[config.mk]
export PLATFORM = sky130hd
export DESIGN_NAME = tmc_timer
export DESIGN_NICKNAME = d
export VERILOG_FILES = /design/src/rtl/tmc_pkg.sv /design/src/rtl/tmc_tick_sync.sv /design/src/rtl/tmc_timer.sv
export SDC_FILE = /design/constraint.sdc
export NUM_CORES = 1
export LEC_CHECK = 0
export BUFFER_PORTS_ARGS = -buffer_cell sky130_fd_sc_hd__buf_4
export CORE_ASPECT_RATIO = 1.2
export CORE_MARGIN = 5
export CORE_UTILIZATION = 45
export DETAILED_ROUTE_END_ITERATION = 10
export PLACE_DENSITY_LB_ADDON = 0.3
export SYNTH_ARGS = -nofsm -noshare
export SYNTH_HDL_FRONTEND = slang
export SYNTH_HIERARCHICAL = 1
export SYNTH_SLANG_ARGS = --single-unit
export TNS_END_PERCENT = 20
[constraint.sdc]
create_clock -name clk -period 5.5 [get_ports clk]
set_clock_uncertainty 0.1 [all_clocks]
set_input_delay 1.1 -clock clk [delete_from_list [all_inputs] [get_ports clk]]
set_output_delay 1.1 -clock clk [all_outputs]
set_load 0.05 [all_outputs]
[src/rtl/tmc_pkg.sv]
// Package for the 8-bit timer with one compare channel.
// Assumes a single 10 MHz clock and an APB register slave.
package tmc_pkg;

    // ****************************************
    // Register map (byte addresses)
    // ****************************************
    localparam logic [7:0] TMC_ADDR_CTRL   = 8'h00;
    localparam logic [7:0] TMC_ADDR_COUNT  = 8'h04;
    localparam logic [7:0] TMC_ADDR_CMP    = 8'h08;
    localparam logic [7:0] TMC_ADDR_FLAGS  = 8'h0C;
    localparam logic [7:0] TMC_ADDR_IRQEN  = 8'h10;
    localparam logic [7:0] TMC_ADDR_ASYNC  = 8'h14;

    // ****************************************
    // Control, flag and irq enable field positions
    // ****************************************
    localparam int TMC_CS_LSB   = 0;
    localparam int TMC_WGM_LSB  = 3;
    localparam int TMC_COM_LSB  = 5;
    localparam int TMC_FOC_BIT  = 7;
    localparam int TMC_OCF_BIT  = 1;
    localparam int TMC_TOV_BIT  = 0;

    // ****************************************
    // Reset values and limits
    // ****************************************
    localparam logic [7:0] TMC_CTRL_RST  = 8'h00;
    localparam logic [7:0] TMC_COUNT_RST = 8'h00;
    localparam logic [7:0] TMC_CMP_RST   = 8'h00;
    localparam logic [7:0] TMC_MAX       = 8'hFF;
    localparam logic [7:0] TMC_BOTTOM    = 8'h00;
    localparam logic [2:0] TMC_CS_STOP   = 3'h0;
    localparam int         TMC_PRESC_W   = 10;

    typedef enum logic [1:0] {
        TMC_WGM_NORMAL = 2'b00,
        TMC_WGM_PCPWM  = 2'b01,
        TMC_WGM_CTC    = 2'b10,
        TMC_WGM_FAST   = 2'b11
    } tmc_wgm_e;

endpackage

[src/rtl/tmc_tick_sync.sv]
// Turns the oscillator pin into one-cycle tick enables on clk.
// Assumes the oscillator is far slower than clk; pin is asynchronous.
`timescale 1ns/1ns
`default_nettype none
module tmc_tick_sync
    import tmc_pkg::*;
(
    input  wire logic clk,
    input  wire logic arst_n,
    input  wire logic osc_pin_in,
    output var  logic tick
);

    typedef struct packed {
        logic s1;
        logic s2;
        logic s3;
        logic tick;
    } tmc_sync_s;

    tmc_sync_s q;
    tmc_sync_s d;

    always_comb
    begin
        d      = q;
        d.s1   = osc_pin_in;
        d.s2   = q.s1;
        d.s3   = q.s2;
        // Rising edge seen only after the second stage
        d.tick = q.s2 & ~q.s3;
    end

    always_ff @(posedge clk or negedge arst_n)
    begin
        if (!arst_n)
            q <= '0;
        else
            q <= d;
    end

    assign tick = q.tick;

endmodule
`default_nettype wire

[src/rtl/tmc_timer.sv]
// 8-bit up/down timer, one compare channel, waveform pin override, APB slave.
// Assumes one 10 MHz clock; oscillator and port pins arrive asynchronously.
//
// Contract
// - Timer clock from I/O clock, or oscillator when async select set; clock selects 6 and 7 count ext_clk_pin edges instead.
// - Each timer tick clears, increments or decrements per mode.
// - Clock select zero stops the counter.
// - Counter readable and writable with or without timer ticks.
// - CPU counter write beats clear or count in same cycle.
// - Mode bits set sequence; overflow flag set where mode defines.
// - Continuous compare; flag set on tick after the match.
// - Flag and irq enable raise compare interrupt request.
// - Flag cleared by interrupt acknowledge or by writing one.
// - PWM modes double buffer compare, loaded at top or bottom.
// - Compare access hits buffer in PWM, active register otherwise.
// - Force strobe in non-PWM updates output only, no flag, no reload.
// - Counter write blocks compare match on next tick, even stopped.
// - Output state kept across mode changes.
// - Output mode unbuffered; acts at next match or force.
// - Output mode nonzero overrides port value; direction still rules.
// - Output mode zero leaves output state unchanged at match.
// - Output mode selects polarity in PWM, set/clear/toggle otherwise.
// - Output state settable while pin direction is input.
// - Mode codes: normal 0, phase PWM 1, CTC 2, fast PWM 3.
// - Max at 0xFF, bottom at 0x00.
//
// The register offsets and the APB slave port were decided locally.
`timescale 1ns/1ns
`default_nettype none
module tmc_timer
    import tmc_pkg::*;
(
    input  wire logic        clk,
    input  wire logic        arst_n,
    input  wire logic        psel,
    input  wire logic        penable,
    input  wire logic        pwrite,
    input  wire logic [7:0]  paddr,
    input  wire logic [31:0] pwdata,
    output var  logic [31:0] prdata,
    output var  logic        pready,
    output var  logic        pslverr,
    input  wire logic        osc_pin_in,
    input  wire logic        ext_clk_pin,
    input  wire logic        port_value,
    input  wire logic        waveform_pin_direction,
    input  wire logic        irq_ack,
    output var  logic        pin_out,
    output var  logic        pin_oe,
    output var  logic        compare_irq,
    output var  logic        overflow_irq
);

    // ****************************************
    // State
    // ****************************************
    typedef struct packed {
        logic [2:0]                 clock_select;
        tmc_wgm_e                   waveform_mode;
        logic [1:0]                 compare_output_mode;
        logic                       async_clock_select;
        logic                       compare_irq_enable;
        logic                       overflow_irq_enable;
        logic [7:0]                 count_value;
        logic [7:0]                 compare_value;
        logic [7:0]                 compare_buffer;
        logic                       compare_match_flag;
        logic                       overflow_flag;
        logic                       count_down;
        logic                       block_match;
        logic                       match_pending;
        logic                       wave_state;
        logic [TMC_PRESC_W-1:0]     presc;
        logic                       ext_s1;
        logic                       ext_s2;
        logic                       ext_s3;
        logic                       pdir_s1;
        logic                       pdir_s2;
        logic                       pval_s1;
        logic                       pval_s2;
        logic [31:0]                prdata;
        logic                       pready;
        logic                       pslverr;
        logic                       pin_out;
        logic                       pin_oe;
        logic                       compare_irq;
        logic                       overflow_irq;
    } tmc_state_s;

    tmc_state_s q;
    tmc_state_s d;
    logic       osc_tick;

    tmc_tick_sync u_sync (
        .clk        (clk),
        .arst_n     (arst_n),
        .osc_pin_in (osc_pin_in),
        .tick       (osc_tick)
    );

    logic                   pwm_mode;
    logic                   base_tick;
    logic                   tick;
    logic                   wr_en;
    logic                   rd_en;
    logic                   ovf_evt;
    logic                   at_top;
    logic                   match;
    logic [TMC_PRESC_W-1:0] presc_next;
    logic [7:0]             ctrl_rd;

    always_comb
    begin
        pwm_mode   = q.waveform_mode[0];
        wr_en      = psel & penable & pwrite;
        rd_en      = psel & ~penable & ~pwrite;
        presc_next = q.presc + {{(TMC_PRESC_W-1){1'b0}}, 1'b1};
        base_tick  = q.async_clock_select ? osc_tick : 1'b1;
        case (q.clock_select)
            3'd0:    tick = 1'b0;
            3'd1:    tick = base_tick;
            3'd2:    tick = base_tick && (q.presc[2:0] == 3'h7);
            3'd3:    tick = base_tick && (q.presc[5:0] == 6'h3F);
            3'd4:    tick = base_tick && (q.presc[7:0] == 8'hFF);
            3'd5:    tick = base_tick && (q.presc == {TMC_PRESC_W{1'b1}});
            3'd6:    tick = q.ext_s2 & ~q.ext_s3;
            default: tick = ~q.ext_s2 & q.ext_s3;
        endcase
        at_top = (q.waveform_mode == TMC_WGM_CTC) ? (q.count_value == q.compare_value)
                                                  : (q.count_value == TMC_MAX);
        match  = (q.count_value == q.compare_value) && !q.block_match;
        // overflow event, so a same-cycle clear loses
        ovf_evt = tick && ((q.waveform_mode == TMC_WGM_PCPWM) ? (q.count_value == TMC_BOTTOM && q.count_down)
                                                              : (q.count_value == TMC_MAX));
        ctrl_rd = {1'b0, q.compare_output_mode, q.waveform_mode, q.clock_select};
    end

    always_comb
    begin
        d = q;
        d.ext_s1  = ext_clk_pin;
        d.ext_s2  = q.ext_s1;
        d.ext_s3  = q.ext_s2;
        d.pdir_s1 = waveform_pin_direction;
        d.pdir_s2 = q.pdir_s1;
        d.pval_s1 = port_value;
        d.pval_s2 = q.pval_s1;
        if (base_tick)
            d.presc = presc_next;
        d.pready  = psel & ~penable;
        d.pslverr = 1'b0;

        // ****************************************
        // Counter and compare
        // ****************************************
        if (tick)
        begin
            // blocking lasts one timer tick only
            d.block_match = 1'b0;
            // flag follows on the next tick
            d.match_pending = match;
            if (q.match_pending)
                d.compare_match_flag = 1'b1;
            case (q.waveform_mode)
                TMC_WGM_PCPWM:
                begin
                    if (q.count_value == TMC_MAX)
                    begin
                        d.count_down  = 1'b1;
                        d.count_value = q.count_value - 8'h01;
                    end
                    else if (q.count_value == TMC_BOTTOM && q.count_down)
                    begin
                        d.count_down    = 1'b0;
                        d.count_value   = q.count_value + 8'h01;
                        d.overflow_flag = 1'b1;
                        // load at bottom in phase PWM
                        d.compare_value = q.compare_buffer;
                    end
                    else
                        d.count_value = q.count_down ? q.count_value - 8'h01 : q.count_value + 8'h01;
                    if (q.count_value == TMC_MAX)
                        d.compare_value = q.compare_buffer;
                end
                TMC_WGM_CTC:
                begin
                    d.count_down  = 1'b0;
                    d.count_value = (at_top && !q.block_match) ? TMC_BOTTOM : q.count_value + 8'h01;
                    if (q.count_value == TMC_MAX)
                        d.overflow_flag = 1'b1;
                end
                default:
                begin
                    d.count_down  = 1'b0;
                    d.count_value = q.count_value + 8'h01;
                    if (q.count_value == TMC_MAX)
                    begin
                        d.overflow_flag = 1'b1;
                        if (q.waveform_mode == TMC_WGM_FAST)
                            d.compare_value = q.compare_buffer;
                    end
                end
            endcase

            // ****************************************
            // Waveform state
            // ****************************************
            // mode zero never changes the state
            if (match && q.compare_output_mode != 2'b00)
            begin
                if (!pwm_mode)
                    case (q.compare_output_mode)
                        2'b01:   d.wave_state = ~q.wave_state;
                        2'b10:   d.wave_state = 1'b0;
                        default: d.wave_state = 1'b1;
                    endcase
                else if (q.compare_output_mode[1])
                    d.wave_state = (q.waveform_mode == TMC_WGM_PCPWM && q.count_down)
                                   ? ~q.compare_output_mode[0] : q.compare_output_mode[0];
            end
            if (q.waveform_mode == TMC_WGM_FAST && q.count_value == TMC_MAX
                && q.compare_output_mode[1] && !match)
                d.wave_state = ~q.compare_output_mode[0];
        end

        // ****************************************
        // Register writes
        // ****************************************
        if (wr_en)
        begin
            case (paddr)
                TMC_ADDR_CTRL:
                begin
                    d.clock_select        = pwdata[TMC_CS_LSB +: 3];
                    d.waveform_mode       = tmc_wgm_e'(pwdata[TMC_WGM_LSB +: 2]);
                    d.compare_output_mode = pwdata[TMC_COM_LSB +: 2];
                    if (pwdata[TMC_FOC_BIT] && !pwdata[TMC_WGM_LSB])
                        case (pwdata[TMC_COM_LSB +: 2])
                            2'b00:   d.wave_state = q.wave_state;
                            2'b01:   d.wave_state = ~q.wave_state;
                            2'b10:   d.wave_state = 1'b0;
                            default: d.wave_state = 1'b1;
                        endcase
                end
                TMC_ADDR_COUNT:
                begin
                    d.count_value   = pwdata[7:0];
                    d.block_match   = 1'b1;
                    d.match_pending = 1'b0;
                end
                TMC_ADDR_CMP:
                begin
                    d.compare_buffer = pwdata[7:0];
                    if (!pwm_mode)
                        d.compare_value = pwdata[7:0];
                end
                TMC_ADDR_IRQEN:
                begin
                    d.overflow_irq_enable = pwdata[TMC_TOV_BIT];
                    d.compare_irq_enable  = pwdata[TMC_OCF_BIT];
                end
                TMC_ADDR_ASYNC:
                    d.async_clock_select = pwdata[0];
                default:
                    d.pslverr = 1'b0;
            endcase
        end

        // clear by one-write or acknowledge; a same-cycle set wins
        if (((wr_en && paddr == TMC_ADDR_FLAGS && pwdata[TMC_OCF_BIT]) || irq_ack)
            && !(tick && q.match_pending))
            d.compare_match_flag = 1'b0;
        if (wr_en && paddr == TMC_ADDR_FLAGS && pwdata[TMC_TOV_BIT] && !ovf_evt)
            d.overflow_flag = 1'b0;

        // ****************************************
        // Read mux
        // ****************************************
        if (rd_en)
        begin
            case (paddr)
                TMC_ADDR_CTRL:  d.prdata = {24'h0, ctrl_rd};
                TMC_ADDR_COUNT: d.prdata = {24'h0, q.count_value};
                TMC_ADDR_CMP:   d.prdata = {24'h0, pwm_mode ? q.compare_buffer : q.compare_value};
                TMC_ADDR_FLAGS: d.prdata = {30'h0, q.compare_match_flag, q.overflow_flag};
                TMC_ADDR_IRQEN: d.prdata = {30'h0, q.compare_irq_enable, q.overflow_irq_enable};
                TMC_ADDR_ASYNC: d.prdata = {31'h0, q.async_clock_select};
                default:        d.prdata = 32'h0;
            endcase
            d.pslverr = !(paddr inside {TMC_ADDR_CTRL, TMC_ADDR_COUNT, TMC_ADDR_CMP,
                                        TMC_ADDR_FLAGS, TMC_ADDR_IRQEN, TMC_ADDR_ASYNC});
        end
        else if (psel && !penable)
        begin
            // Writes return zero data so a refused write shows no stale read
            d.prdata  = 32'h0;
            d.pslverr = !(paddr inside {TMC_ADDR_CTRL, TMC_ADDR_COUNT, TMC_ADDR_CMP,
                                        TMC_ADDR_FLAGS, TMC_ADDR_IRQEN, TMC_ADDR_ASYNC});
        end

        // ****************************************
        // Outputs
        // ****************************************
        // compare interrupt request
        d.compare_irq  = d.compare_match_flag & d.compare_irq_enable;
        d.overflow_irq = d.overflow_flag & d.overflow_irq_enable;
        // override when either mode bit set
        d.pin_out = (q.compare_output_mode != 2'b00) ? q.wave_state : q.pval_s2;
        d.pin_oe  = q.pdir_s2;
    end

    always_ff @(posedge clk or negedge arst_n)
    begin
        if (!arst_n)
        begin
            q               <= '0;
            q.clock_select  <= TMC_CS_STOP;
            q.count_value   <= TMC_COUNT_RST;
            q.compare_value <= TMC_CMP_RST;
            q.compare_buffer <= TMC_CMP_RST;
            q.waveform_mode <= TMC_WGM_NORMAL;
        end
        else
            q <= d;
    end

    assign prdata       = q.prdata;
    assign pready       = q.pready;
    assign pslverr      = q.pslverr;
    assign pin_out      = q.pin_out;
    assign pin_oe       = q.pin_oe;
    assign compare_irq  = q.compare_irq;
    assign overflow_irq = q.overflow_irq;

endmodule
`default_nettype wire

==> After elaboration in Yosys (flattened, before gate mapping) <==
Cells that the tools add are included.
Widths: inputs -> output; s select.
{ "word_totals": {"regBits": 99, "in_bits": 50, "elab_cells": 166} }
{ "classes": {"eq_ne": 26, "reduce_logical": 40, "bitwise": 16, "addsub": 3, "n_mux": 47} }
{ "ops": {"columns": ["operator", "count"], "rows": [
  ["$mux 8", 11],
  ["$mux 32", 2],
  ["$pmux 8 s6", 1],
  ["$mux 16", 2],
  ["$pmux 8 s2", 2],
  ["$mux 26", 1],
  ["$logic_and 1x1->1", 21],
  ["$mux 1", 19],
  ["$eq 8x4->1 const B", 2],
  ["$eq 8x5->1 const B", 2],
  ["$eq 8x8->1 const B", 2],
  ["$logic_not 8->1", 2],
  ["$eq 3x3->1 const B", 4],
  ["$add 10x1->10 const B", 1],
  ["$eq 10x10->1 const B", 1],
  ["$and 1x1->1", 9],
  ["$add 8x1->8 const B", 1],
  ["$eq 2x2->1 const B", 4],
  ["$eq 8x3->1 const B", 1],
  ["$eq 8x8->1", 1],
  ["$mux 2", 4],
  ["$reduce_and 2->1", 4],
  ["$sub 8x1->8 const B", 1],
  ["$logic_not 1->1", 7],
  ["other kinds (17)", 27]
]} }

==> Longest topological paths before layout <==
{ "depth": {"depth_word": 11, "ltp_mapped": 11, "ltp_nobuf": 9} }

==> By module <==
Netlist, hierarchy kept.
{ "by_module_without_submodules": {"columns": ["module", "seq_area_each_um2", "cells_per_inst", "area_per_inst_um2", "instances"], "rows": [
  ["tmc_timer", 1776.7, 479, 4449.3, 1],
  ["tmc_tick_sync", 100.1, 5, 113.9, 1]
]} }

==> Least setup slack after synthesis <==
Ideal clock, no wire load.
{ "synth_path": {"kind": "input to register", "from": "input port paddr[4]", "to": "register q[75] (netlist bit)", "setup_time_ns": 0.126, "t_arrival_ns": 2.530, "path_stages": 8, "setup_slack_ns": 2.745, "cell_sequence": "or3_1 > nor3b_2 > and2_1 > buf_4 > nand2_2 > buf_2 > nor2_1 > a21oi_1"} }
{ "synth_rtl": {"columns": ["item", "line", "source"], "rows": [
  ["start, declared", "tmc_timer.sv:38", "input wire logic [7:0] paddr,"],
  ["end, declared", "tmc_timer.sv:90", "tmc_state_s q;"]
]} }

==> run_results.csv <==
group,metric,value,unit
drt,vias_per_cell,5.576,
sta,fmax,0.3320,GHz
cts,tritoncts,"yes",
place,port_buffers,39,
floorplanning,initial_utilization,45.82,%
sta,timing.final.crit_period,3012,ps
critical_path,required,5600,ps
floorplanning,rows,40,
critical_path,cp_num_buf_inv,1,
drt,drt_drc_violations_left,0,
critical_path,path_cells,"buf_4 -> or3_1 -> nor3b_2 -> and2_1 -> nand2_2 -> nor2_1 -> a21oi_1",
critical_path,cp-end-kind,"flop",
critical_path,crit_family,"simple AND/OR/NAND/NOR gates",
yosys,yosysWarnings,6,
yosys,syn_inst,484,
critical_path,cp_slowest_cell,"and2_1",
yosys,yosysSeqAreaShare,41.13,%
yosys,syn_area,4563,um^2
yosys,synth_flop_cell,"dfrtp_1",
cts,cts_setup_buffers,0,
sta,worst_slack,2488,ps
drt,drt-total-wl,10.58,mm
cts,cts.sinks,75,
sta,grt_setup_unrepaired,"no",
floorplanning,die_w,101.9,um
drt,antenna_left,0,
global_route,grt_max_degree,76,
sta,relSlewSlack,29.42,%
yosys,synth-async-reset-ratio,100.0,%
drt,drt_iter0_drc,184,
yosys,ys_ff_latch,75,
critical_path,path_class,"in -> reg",
power_and_ir_drop,power_density,329.0,nW/um^2
sta,period_share,54.77,%
place,dp_slack,2132,ps
global_route,grt_pass1_wl,17.53,mm
finish,nets,555,
cts,clock_latency,340,ps
finish,drive_gt1_share,17.89,%
global_route,grt_overflow,0,
cts,cts.clk_slew.worst_paths,60,ps
place,gp_congestion,0.8725,
global_route,antenna_found_initial,0,
cts,numCtsBuffers,9,
floorplanning,die_h,120.3,um
cts,htree_levels,3,
floorplanning,fp.dieArea,12260,um^2
sta,timing.setup.tns,0,ps
sta,finalHoldViolations,0,
outcome,status,"finished clean",
sta,slew_violations,0,
power_and_ir_drop,total_power,0.001656,W
critical_path,worstPathMaxFanout,16,
cts,cts_buffer_depth,2,
power_and_ir_drop,vdd_drop_max,0.1744,mV
cts,cts_resized,0,
drt,wire_per_inst,16.81,um
critical_path,startpoint_type,"input pin",
finish,diodes,0,
place,dpl.hpwl,7.549,mm
min_path,hp-class,"reg -> reg",
critical_path,critical-path-max-stage-delay,520,ps
floorplanning,io_pins,88,
drt,dr.pass1.iters,5,
finish,syn_to_final_growth,10.31,%
global_route,grt_pass1_vias,3550,
sta,holdWs,246.4,ps
yosys,syn_avg_cell_area,9.428,um^2
drt,num_vias,3507,
sta,worst_slew_pin_slew,1059,ps
yosys,netlist-cell-type-count,59,
power_and_ir_drop,p_leak,2.184,nW
sta,setup_viol,0,
run,cap_viol_max_count,0,
cts,cts-root-buf,"clkbuf_16",
cts,postCtsHoldBufs,0,
yosys,synth_edf_count,0,
critical_path,cp_data_arrival_time,3120,ps
floorplanning,core_area,9960,um^2
global_route,grt.total_usage,18.04,%
[placed cells by master, fill, tap and decap left out, drive strengths merged, types with 15 or more instances in the layout]
| master | instances |
|---|---|
| nor2 | 33 |
| a21oi | 45 |
| o21ai | 31 |
| mux2 | 21 |
| conb | 24 |
| nand2 | 46 |
| dfrtp | 75 |
| mux2i | 24 |
| xor2 | 17 |
| buf | 40 |
| inv | 15 |
[flip-flops by register name, indices dropped and copies added, names as in the netlist]
register and count:
compare_irq 1, u_sync/d 2, pin_out 1, pin_oe 1, u_sync/q 1, overflow_irq 1
pslverr 1, prdata 8, ctrl_rd 7, pready 1, u_sync/tick 1, q 45
d 5
[final timing paths]
| path | startpoint | endpoint | slack, ps | cells past startpoint |
|---|---|---|---|---|
| worst min-delay path | d[38] | q[38] | 250 | 0 |
| min in group asynchronous | arst_n | d[40] | 770 | 1 |
| worst min register to register | d[38] | q[38] | 250 | 0 |
| max in group asynchronous | arst_n | ctrl_rd[4] | 3850 | 1 |
| worst max-delay path | paddr[4] | q[73] | 2490 | 7 |
| worst max register to register | ctrl_rd[3] | q[78] | 2600 | 6 |
[metrics by stage]
stage,std cells,instance area (um^2),util (%)
floorplan,507,4649,-
global placement,613,4731,47.50
detailed placement,613,4731,47.50
CTS,629,5034,50.54
global route,629,5034,50.54
finish,629,5034,50.54
[cell usage after synthesis, drive strengths merged (7+ instances only)]
cell,count,share of area (%)
a21oi,45,4.9
a22oi,11,1.8
buf,48,7.3
clkbuf,12,0.99
dfrtp,75,41
ha,7,1.9
inv,14,1.2
mux2,21,5.2
mux2i,24,5.3
nand2,46,3.8
nand3,14,1.5
nor2,33,2.7
nor3,12,1.5
o21ai,31,3.4
xnor2,9,1.7
xor2,17,3.3
[layout make-up]
class / count / area (um^2)
clock buffer: 11 / 242.7
multi-input combinational: 358 / 2344
tap: 126 / 157.7
timing repair buffer: 40 / 300.3
sequential: 75 / 1877
fill: 906 / 4926
inverter: 14 / 52.55
clock inverter: 5 / 60.06
[cell families (layout without fill, tap and decap cells)]
| logic type | count (synthesis) | in the layout | synth area share (%) |
|---|---|---|---|
| fa+ha+maj | 7 | 7 | 1.919 |
| xor+xnor | 26 | 26 | 4.990 |
| mux | 45 | 45 | 10.45 |
| buf+inv | 74 | 70 | 9.405 |
| flops | 75 | 75 | 41.13 |
| simple gates | 139 | 139 | 15.71 |
| compound gates | 117 | 117 | 16.32 |
| other cells | 1 | 24 | 0.08218 |
[worst register-to-register path, cell delays in order (launching register included)]
cell and delay, ps:
dfrtp_1 740, inv_1 170, ha_1 620, or3_1 630
a211oi_1 330, a21oi_1 70, a21oi_1 170
[power by group]
part | total (W) | switching (W) | internal (W)
clock | 0.000597 | 0.000232 | 0.000365
combinational | 0.000333 | 0.000191 | 0.000142
sequential | 0.000726 | 0.000103 | 0.000623
[per-layer routing]
metal / track usage (%) / up-vias / wire, um
met4: 9.106 / 0 / 328
met2: 29.26 / 70 / 5312
met1: 23.07 / 1730 / 4488
li1: - / 1684 / -
met3: 2.943 / 23 / 445
met5: 0 / - / 0
(Power assumes the default switching activity.)
